<file path="src/rtl/dfs_pkg.sv">
// Behaviour
// - privileged access only, one copy per security state
// - bits 7:4 capture faulting domain number
// - bit 11 records read zero, write one
// - aborted coprocessor operation forces direction bit one
// - bit 12 shows decode or slave error
// - qualifier bit zero for non-external aborts
// - bit 10 is code bit 4, below the bit 12 qualifier
// - six-bit code from bits 12, 10, 3:0
// - highest priority class wins, alignment first
// - cache maintenance fault code 000100, second
// - walk external aborts x01100 and x01110
// - translation faults 000101 section, 000111 page
// - external aborts x01000 sync, x10110 async
// - reserved codes are never reported
// - qualifier resets to zero, decode error
// - reached by p15 c5 c0 opcode2 zero
// - reads return contents without side effect
// - writes load register for debugger restore
package dfs_pkg;
    // fault class request vector, index is priority (0 highest)
    localparam int unsigned NUM_CLASS = 15;
    localparam int unsigned CL_ALIGN      = 0;
    localparam int unsigned CL_ICMAINT    = 1;
    localparam int unsigned CL_WALK_L1    = 2;
    localparam int unsigned CL_WALK_L2    = 3;
    localparam int unsigned CL_TRANS_SEC  = 4;
    localparam int unsigned CL_TRANS_PAGE = 5;
    localparam int unsigned CL_AFLAG_SEC  = 6;
    localparam int unsigned CL_AFLAG_PAGE = 7;
    localparam int unsigned CL_DOM_SEC    = 8;
    localparam int unsigned CL_DOM_PAGE   = 9;
    localparam int unsigned CL_PERM_SEC   = 10;
    localparam int unsigned CL_PERM_PAGE  = 11;
    localparam int unsigned CL_SYNC_EXT   = 12;
    localparam int unsigned CL_ASYNC_EXT  = 13;
    localparam int unsigned CL_DEBUG      = 14;
    // low five code bits per class; bit 5 is the qualifier
    localparam logic [4:0] FC_ALIGN      = 5'h01;
    localparam logic [4:0] FC_ICMAINT    = 5'h04;
    localparam logic [4:0] FC_WALK_L1    = 5'h0c;
    localparam logic [4:0] FC_WALK_L2    = 5'h0e;
    localparam logic [4:0] FC_TRANS_SEC  = 5'h05;
    localparam logic [4:0] FC_TRANS_PAGE = 5'h07;
    localparam logic [4:0] FC_AFLAG_SEC  = 5'h03;
    localparam logic [4:0] FC_AFLAG_PAGE = 5'h06;
    localparam logic [4:0] FC_DOM_SEC    = 5'h09;
    localparam logic [4:0] FC_DOM_PAGE   = 5'h0b;
    localparam logic [4:0] FC_PERM_SEC   = 5'h0d;
    localparam logic [4:0] FC_PERM_PAGE  = 5'h0f;
    localparam logic [4:0] FC_SYNC_EXT   = 5'h08;
    localparam logic [4:0] FC_ASYNC_EXT  = 5'h16;
    localparam logic [4:0] FC_DEBUG      = 5'h02;
    // field positions in the register
    localparam int unsigned STATUS_LSB  = 0;
    localparam int unsigned DOMAIN_LSB  = 4;
    localparam int unsigned CODE_HI_BIT = 10;
    localparam int unsigned DIR_BIT     = 11;
    localparam int unsigned QUAL_BIT    = 12;
    // implemented bits mask, others read zero
    localparam logic [31:0] IMPL_MASK   = 32'h0000_1cff;
    localparam logic [31:0] RESET_VALUE = 32'h0000_0000;
    // coprocessor selector for this register
    localparam logic [3:0] CP_NUM = 4'hf;
    localparam logic [3:0] CRN    = 4'h5;
    localparam logic [3:0] CRM    = 4'h0;
    localparam logic [2:0] OPC1   = 3'h0;
    localparam logic [2:0] OPC2   = 3'h0;
endpackage

</file>
<file path="src/rtl/dfs_fault_encode.sv">
`timescale 1ns/1ps
`default_nettype none
// priority encoder: fault request vector to six-bit status code
module dfs_fault_encode (
    // fault requests, one bit per class
    input  wire logic [dfs_pkg::NUM_CLASS-1:0] class_req,
    input  wire logic                          bus_slverr,
    // encoded result
    output logic                               any_fault,
    output logic                               ext_class,
    output logic [5:0]                         code
);
    // table of low code bits indexed by class
    logic [4:0] tbl [dfs_pkg::NUM_CLASS];
    assign tbl[dfs_pkg::CL_ALIGN]      = dfs_pkg::FC_ALIGN;
    assign tbl[dfs_pkg::CL_ICMAINT]    = dfs_pkg::FC_ICMAINT;
    assign tbl[dfs_pkg::CL_WALK_L1]    = dfs_pkg::FC_WALK_L1;
    assign tbl[dfs_pkg::CL_WALK_L2]    = dfs_pkg::FC_WALK_L2;
    assign tbl[dfs_pkg::CL_TRANS_SEC]  = dfs_pkg::FC_TRANS_SEC;
    assign tbl[dfs_pkg::CL_TRANS_PAGE] = dfs_pkg::FC_TRANS_PAGE;
    assign tbl[dfs_pkg::CL_AFLAG_SEC]  = dfs_pkg::FC_AFLAG_SEC;
    assign tbl[dfs_pkg::CL_AFLAG_PAGE] = dfs_pkg::FC_AFLAG_PAGE;
    assign tbl[dfs_pkg::CL_DOM_SEC]    = dfs_pkg::FC_DOM_SEC;
    assign tbl[dfs_pkg::CL_DOM_PAGE]   = dfs_pkg::FC_DOM_PAGE;
    assign tbl[dfs_pkg::CL_PERM_SEC]   = dfs_pkg::FC_PERM_SEC;
    assign tbl[dfs_pkg::CL_PERM_PAGE]  = dfs_pkg::FC_PERM_PAGE;
    assign tbl[dfs_pkg::CL_SYNC_EXT]   = dfs_pkg::FC_SYNC_EXT;
    assign tbl[dfs_pkg::CL_ASYNC_EXT]  = dfs_pkg::FC_ASYNC_EXT;
    assign tbl[dfs_pkg::CL_DEBUG]      = dfs_pkg::FC_DEBUG;

    // lowest index wins; a table code comes out, or zero with no request
    always_comb begin
        int unsigned win;
        win       = 0;
        any_fault = 1'b0;
        for (int i = dfs_pkg::NUM_CLASS - 1; i >= 0; i--) begin
            if (class_req[i]) begin
                win       = i;
                any_fault = 1'b1;
            end
        end
        // external classes carry the bus response qualifier
        ext_class = any_fault &&
                    (win == dfs_pkg::CL_WALK_L1 ||
                     win == dfs_pkg::CL_WALK_L2 ||
                     win == dfs_pkg::CL_SYNC_EXT ||
                     win == dfs_pkg::CL_ASYNC_EXT);
        // qualifier held zero for all other classes
        code = any_fault ? {ext_class & bus_slverr, tbl[win]}
                         : 6'h00;
    end
endmodule
`default_nettype wire

</file>
<file path="src/rtl/dfs_bank_reg.sv">
`timescale 1ns/1ps
`default_nettype none
// one banked copy of the status register
module dfs_bank_reg (
    // clock and reset
    input  wire logic        core_clk,
    input  wire logic        resetn,
    // load strobe and value
    input  wire logic        load,
    input  wire logic [31:0] load_val,
    // stored contents
    output logic [31:0]      value
);
    logic [31:0] val_q; // stored word
    logic [31:0] val_d; // next stored word

    // unimplemented bits are never stored so they read zero
    always_comb begin
        val_d = load ? (load_val & dfs_pkg::IMPL_MASK) : val_q;
    end

    // reset gives qualifier zero, decode error
    always_ff @(posedge core_clk or negedge resetn) begin
        if (!resetn) begin
            val_q <= dfs_pkg::RESET_VALUE;
        end else begin
            val_q <= val_d;
        end
    end

    assign value = val_q;
endmodule
`default_nettype wire

</file>
<file path="src/rtl/dfs_capture.sv">
`timescale 1ns/1ps
`default_nettype none
// data fault status capture, banked secure / non-secure
module dfs_capture (
    // clock and reset
    input  wire logic                          core_clk,
    input  wire logic                          resetn,
    // fault report from load/store and translation logic
    input  wire logic                          abort_valid,
    input  wire logic [dfs_pkg::NUM_CLASS-1:0] abort_class,
    input  wire logic [3:0]                    abort_domain,
    input  wire logic                          abort_write,
    input  wire logic                          abort_cp_op,
    input  wire logic                          abort_slverr,
    input  wire logic                          abort_secure,
    // coprocessor transfer port
    input  wire logic                          cp_valid,
    input  wire logic                          cp_read,
    input  wire logic [3:0]                    cp_num,
    input  wire logic [2:0]                    cp_opc1,
    input  wire logic [3:0]                    cp_crn,
    input  wire logic [3:0]                    cp_crm,
    input  wire logic [2:0]                    cp_opc2,
    input  wire logic                          cp_privileged,
    input  wire logic                          cp_secure,
    input  wire logic [31:0]                   cp_wdata,
    // coprocessor answer
    output logic                               cp_ack,
    output logic                               cp_undef,
    output logic [31:0]                        cp_rdata,
    // captured status, one cycle after the abort
    output logic                               fault_captured,
    output logic [5:0]                         fault_code
);
    logic        any_fault; // a class was reported
    logic        ext_class; // winning class is external
    logic [5:0]  code;      // encoded status
    logic [31:0] fault_word;  // assembled capture value
    logic        hit;       // transfer selects this register
    logic        cp_ok;     // transfer allowed
    logic [1:0]  load;      // per bank load strobe
    logic [31:0] load_val [2];
    logic [31:0] bank_val [2];
    // answer registers
    logic        ack_q, ack_d;
    logic        undef_q, undef_d;
    logic [31:0] rdata_q, rdata_d;
    logic        cap_q, cap_d;
    logic [5:0]  code_q, code_d;

    dfs_fault_encode u_enc (
        .class_req (abort_class),
        .bus_slverr(abort_slverr),
        .any_fault (any_fault),
        .ext_class (ext_class),
        .code      (code)
    );

    // assemble the captured word from the code and access info
    always_comb begin
        fault_word = 32'h0000_0000;
        fault_word[dfs_pkg::STATUS_LSB +: 4] = code[3:0];
        fault_word[dfs_pkg::CODE_HI_BIT]     = code[4];
        fault_word[dfs_pkg::QUAL_BIT]        = code[5];
        fault_word[dfs_pkg::DOMAIN_LSB +: 4] = abort_domain;
        // cp operations always report a write
        fault_word[dfs_pkg::DIR_BIT] = abort_write | abort_cp_op;
    end

    // decode the p15 selector; user mode refused
    always_comb begin
        hit   = cp_valid && cp_num == dfs_pkg::CP_NUM &&
                cp_opc1 == dfs_pkg::OPC1 && cp_crn == dfs_pkg::CRN &&
                cp_crm == dfs_pkg::CRM && cp_opc2 == dfs_pkg::OPC2;
        cp_ok = hit && cp_privileged;
    end

    // per bank load: abort capture beats a write in the same cycle
    // so a fresh fault is never lost to a restore
    always_comb begin
        for (int b = 0; b < 2; b++) begin
            load[b]     = 1'b0;
            load_val[b] = cp_wdata;
            if (any_fault && abort_valid &&
                abort_secure == (b == 1)) begin
                load[b]     = 1'b1;
                load_val[b] = fault_word;
            end else if (cp_ok && !cp_read &&
                         cp_secure == (b == 1)) begin
                load[b] = 1'b1;
            end
        end
    end

    // bank 0 non-secure, bank 1 secure
    for (genvar g = 0; g < 2; g++) begin : g_bank
        dfs_bank_reg u_bank (
            .core_clk(core_clk),
            .resetn  (resetn),
            .load    (load[g]),
            .load_val(load_val[g]),
            .value   (bank_val[g])
        );
    end

    // answer: ack for hit, undef for unprivileged, read data
    always_comb begin
        ack_d   = cp_ok;
        undef_d = hit && !cp_privileged;
        // reads have no side effect on the banks
        rdata_d = (cp_ok && cp_read) ? bank_val[cp_secure]
                                     : 32'h0000_0000;
        cap_d   = abort_valid && any_fault;
        code_d  = (abort_valid && any_fault) ? code : code_q;
    end

    // answer registers
    always_ff @(posedge core_clk or negedge resetn) begin
        if (!resetn) begin
            ack_q   <= 1'b0;
            undef_q <= 1'b0;
            rdata_q <= 32'h0000_0000;
            cap_q   <= 1'b0;
            code_q  <= 6'h00;
        end else begin
            ack_q   <= ack_d;
            undef_q <= undef_d;
            rdata_q <= rdata_d;
            cap_q   <= cap_d;
            code_q  <= code_d;
        end
    end

    assign cp_ack         = ack_q;
    assign cp_undef       = undef_q;
    assign cp_rdata       = rdata_q;
    assign fault_captured = cap_q;
    assign fault_code     = code_q;
endmodule
`default_nettype wire

</file>
<file path="config.mk">
export PLATFORM = sky130hd
export DESIGN_NAME = dfs_capture
export DESIGN_NICKNAME = d
export VERILOG_FILES = /design/src/rtl/dfs_pkg.sv /design/src/rtl/dfs_fault_encode.sv /design/src/rtl/dfs_bank_reg.sv /design/src/rtl/dfs_capture.sv
export SDC_FILE = /design/constraint.sdc
export NUM_CORES = 1
export LEC_CHECK = 0
export BUFFER_PORTS_ARGS = -buffer_cell sky130_fd_sc_hd__buf_2
export CORE_MARGIN = 2
export CORE_UTILIZATION = 41
export DETAILED_ROUTE_END_ITERATION = 12
export HOLD_SLACK_MARGIN = 0.05
export PLACE_DENSITY = 0.85
export SLEW_MARGIN = 25
export SYNTH_ARGS = -nofsm -noshare
export SYNTH_HDL_FRONTEND = slang
export SYNTH_SLANG_ARGS = --single-unit
export TNS_END_PERCENT = 10
</file>
<file path="constraint.sdc">
create_clock -name core_clk -period 0.8 [get_ports core_clk]
set_input_delay 0.08 -clock core_clk [delete_from_list [all_inputs] [get_ports core_clk]]
set_output_delay 0.08 -clock core_clk [all_outputs]
set_load 0.02 [all_outputs]
</file>
==> results.md <==
- Status: finished with violations
- Failing checks: negative setup slack
- CP required: between 1 and 1.5 ns
- Initial antenna violation count: 0
- PwrDens: around 1500 nW/um2
- Worst IR drop on VDD: ~1.2 mV
- IO buf count: between 70 and 80
- Final hold violation count: 0
- Fill cell count: around 450
- Layout net count: between 400 and 500
- DP Worst Slack: -1.18 ns
- Starting Density: 42.7%
- Antenna Cells: 0
- Worst Hold Class: input pin to flop
- Die area: between 6000 and 7000 um2
- Core area: between 5000 and 6000 um2
- Final worst path period need: 1.58 ns
- Commonest non-fill, non-tap cell in the layout: buf_2
- Cell variety after synth: 38
- Cell Count, Final, Fillers Out: ~430
- CP peak stage delay: about 0.55 ns
- DRC errors left: 0
- Die Wd: 80.0 um
- Post-Route Utilization: approximately 62%
- Slew Limit Fails: 0
- Arrival time worst endpoint: around 1.8 ns
- Layout Skew: roughly 0.0043 ns
- CP bufs+invs: 2
- Final wirelength: 6100 um
- Commonest non-fill, non-tap cells in the layout: buf_2, mux2i_1, dfrtp_1
- Post-Syn Instances: 229
- Overflow after GRT: 0
- Final ANT Viol Nets: 0
- GRT Overall Usage: around a fifth
- Vias in the first global route: roughly 2.1k
- Max Cap Violations: 0
- CTS tree: done
- Synth Register Bits: 42
- DP HPWL: about 4200 um
- GR Util met1: a little under a quarter
- Crit path max fanout: 8
- GP Congestion: ~0.83
- Final worst slack: -0.785 ns
- Final setup fails: 60
- WHS: 0.0840 ns
- Cell family with most CP delay: simple AND/OR/NAND/NOR gates
- Clock buffer depth: 2
- Via-per-instance ratio: 5.01
- CTS Root Buffer Type: clkbuf_8
- Fin Setup TNS: -26.78 ns
- Fmax: approximately 0.63 GHz
- Placed Instances: about 410
- Synth warnings: 0
- Post-Syn Area per Cell: between 10 and 15 um2
- Clock H-tree levels: 2
- CP max stage cell: or4_4
- Die height: ~80 um
- Crit path capture type: flop
- CP cell instances: buf_6 > or4_4 > or4_4 > o21ai_4 > inv_4 > nand2_8 > mux2i_2
- Fraction of layout cells with a size suffix above 1: between 40 and 50%
- First-pass GRT wire length: just under 10,000 um
- Register clock-pin slew on the reported worst setup and hold paths: around 0.08 ns
- Met3 Use GR: around 4.3%
- Reg2reg setup slack: around 0.020 ns
- Worst-skew pair later-pin latency: roughly 0.29 ns
- Most used cell, CP: or4_4
- Via count: 2,158
- Drt first pass iters: 4
- DR iter-0 viols: a little over 70
- Largest net degree at the start of global routing: 43
- I/O pin total: around 120
- Fin crit share: 198%
- Rows: 27
- Area Growth Syn to Fin: 44.4%
- Pleak: ~1.7 nW
- GR Util met2: between 30 and 40%
- Sequential share of the synthesized area: around 44%
- RSZ-0062 raised after global routing: yes
- Post-synthesis cell area: between 2000 and 2500 um2
- DR WL/cell: approximately 14 um
- CTS buffer count: 5
- WS Path Type: input pin to flop
- Crit start category: input pin
- Grt peak-use layer: met2
- Clock Sinks: 42
==> synthesized netlist by cell type, drive strengths merged <==
library cell | count | area, um2
mux2i | 45 | 450
dfrtp | 42 | 1050
buf | 26 | 214
nor2 | 26 | 105
nand2 | 19 | 78.8
o21ai | 19 | 121
a21oi | 7 | 50.0
inv | 7 | 26.3
nor3 | 6 | 30.0
nor4 | 5 | 31.3
nor4b | 3 | 26.3
or4 | 3 | 30.0
a221oi | 2 | 17.5
clkbuf | 2 | 7.51
nand2b | 2 | 12.5
nor2b | 2 | 12.5
o31ai | 2 | 15.0
a2111oi | 1 | 8.76
a211o | 1 | 8.76
a21o | 1 | 7.51
a311oi | 1 | 8.76
a31oi | 1 | 6.26
a41o | 1 | 10.0
conb | 1 | 3.75
nand4 | 1 | 6.26
nand4b | 1 | 8.76
nor3b | 1 | 7.51
o311a | 1 | 10.0
==> final timing paths <==
path	to	cells after the start	start
max	g_bank[1].u_bank.value[1]	7	abort_class[11]
min	g_bank[0].u_bank.value[6]	3	cp_wdata[6]
max reg2reg	g_bank[1].u_bank.value[0]	2	g_bank[1].u_bank.value[0]
min reg2reg	fault_code[3]	2	fault_code[3]
max in group asynchronous	cp_undef	3	resetn
min in group asynchronous	cp_rdata[5]	3	resetn
==> worst reg2reg max path, cell delays in order (launching register included) <==
cell and delay (ns):
dfrtp_1 0.39, mux2i_1 0.17, mux2i_1 0.10
==> state kept, by name, summed over array words and instances, names as in the netlist <==
register and count:
g_bank.u_bank.value 22, cp_ack 1, fault_code 6, fault_captured 1, cp_rdata 11, cp_undef 1
==> power breakdown <==
group,leakage [nW],internal (W),switching (W),total [W]
logic,1.14,0.000497,0.000599,0.00110
clock network,0.0573,0.000998,0.000703,0.00170
registers,0.542,0.00227,0.0000812,0.00235
==> area by class of cell <==
class | instances | area [um2] | share of cell area (%)
well taps | 72 | 90.1 | 2.64
multi-input cells | 174 | 1280 | 37.6
clock buffers | 6 | 82.6 | 2.42
clock inverters | 1 | 30.0 | 0.879
repair buffers | 129 | 850 | 24.9
flip-flops and latches | 42 | 1050 | 30.8
inverters | 7 | 28.8 | 0.842
==> what timing repair did <==
action	4_1_cts	5_1_grt
pin swaps	14	3
endpoints found under the hold margin	49	0
endpoints found under the setup margin	61	62
setup buffers	6	1
hold buffers	8	0
gates cloned	2	0
gates resized for setup	21	24
==> layer usage <==
metal	wire length [um]	vias to the layer above
met5	0	-
met4	59	0
met3	414	11
met2	3140	81
met1	2490	1035
li1	-	1031
==> metrics by stage <==
step	power (W)	cell area [um2]
after global routing	0.00535	3420
after CTS	0.00511	3330
final	0.00515	3420
after global placement	0.00329	3000
after floorplan	0.00297	2450
after detailed placement	0.00333	3000
==> cell families after synthesis <==
group                  after synthesis  share of synthesized area, %
buffers and inverters               35                          10.5
AO/OA/AOI/OAI                       37                          11.2
AND/OR/NAND/NOR                     69                          14.8
other                                1                         0.158
multiplexers                        45                          19.0
flip-flops                          42                          44.4
(Power assumes the default switching activity.)
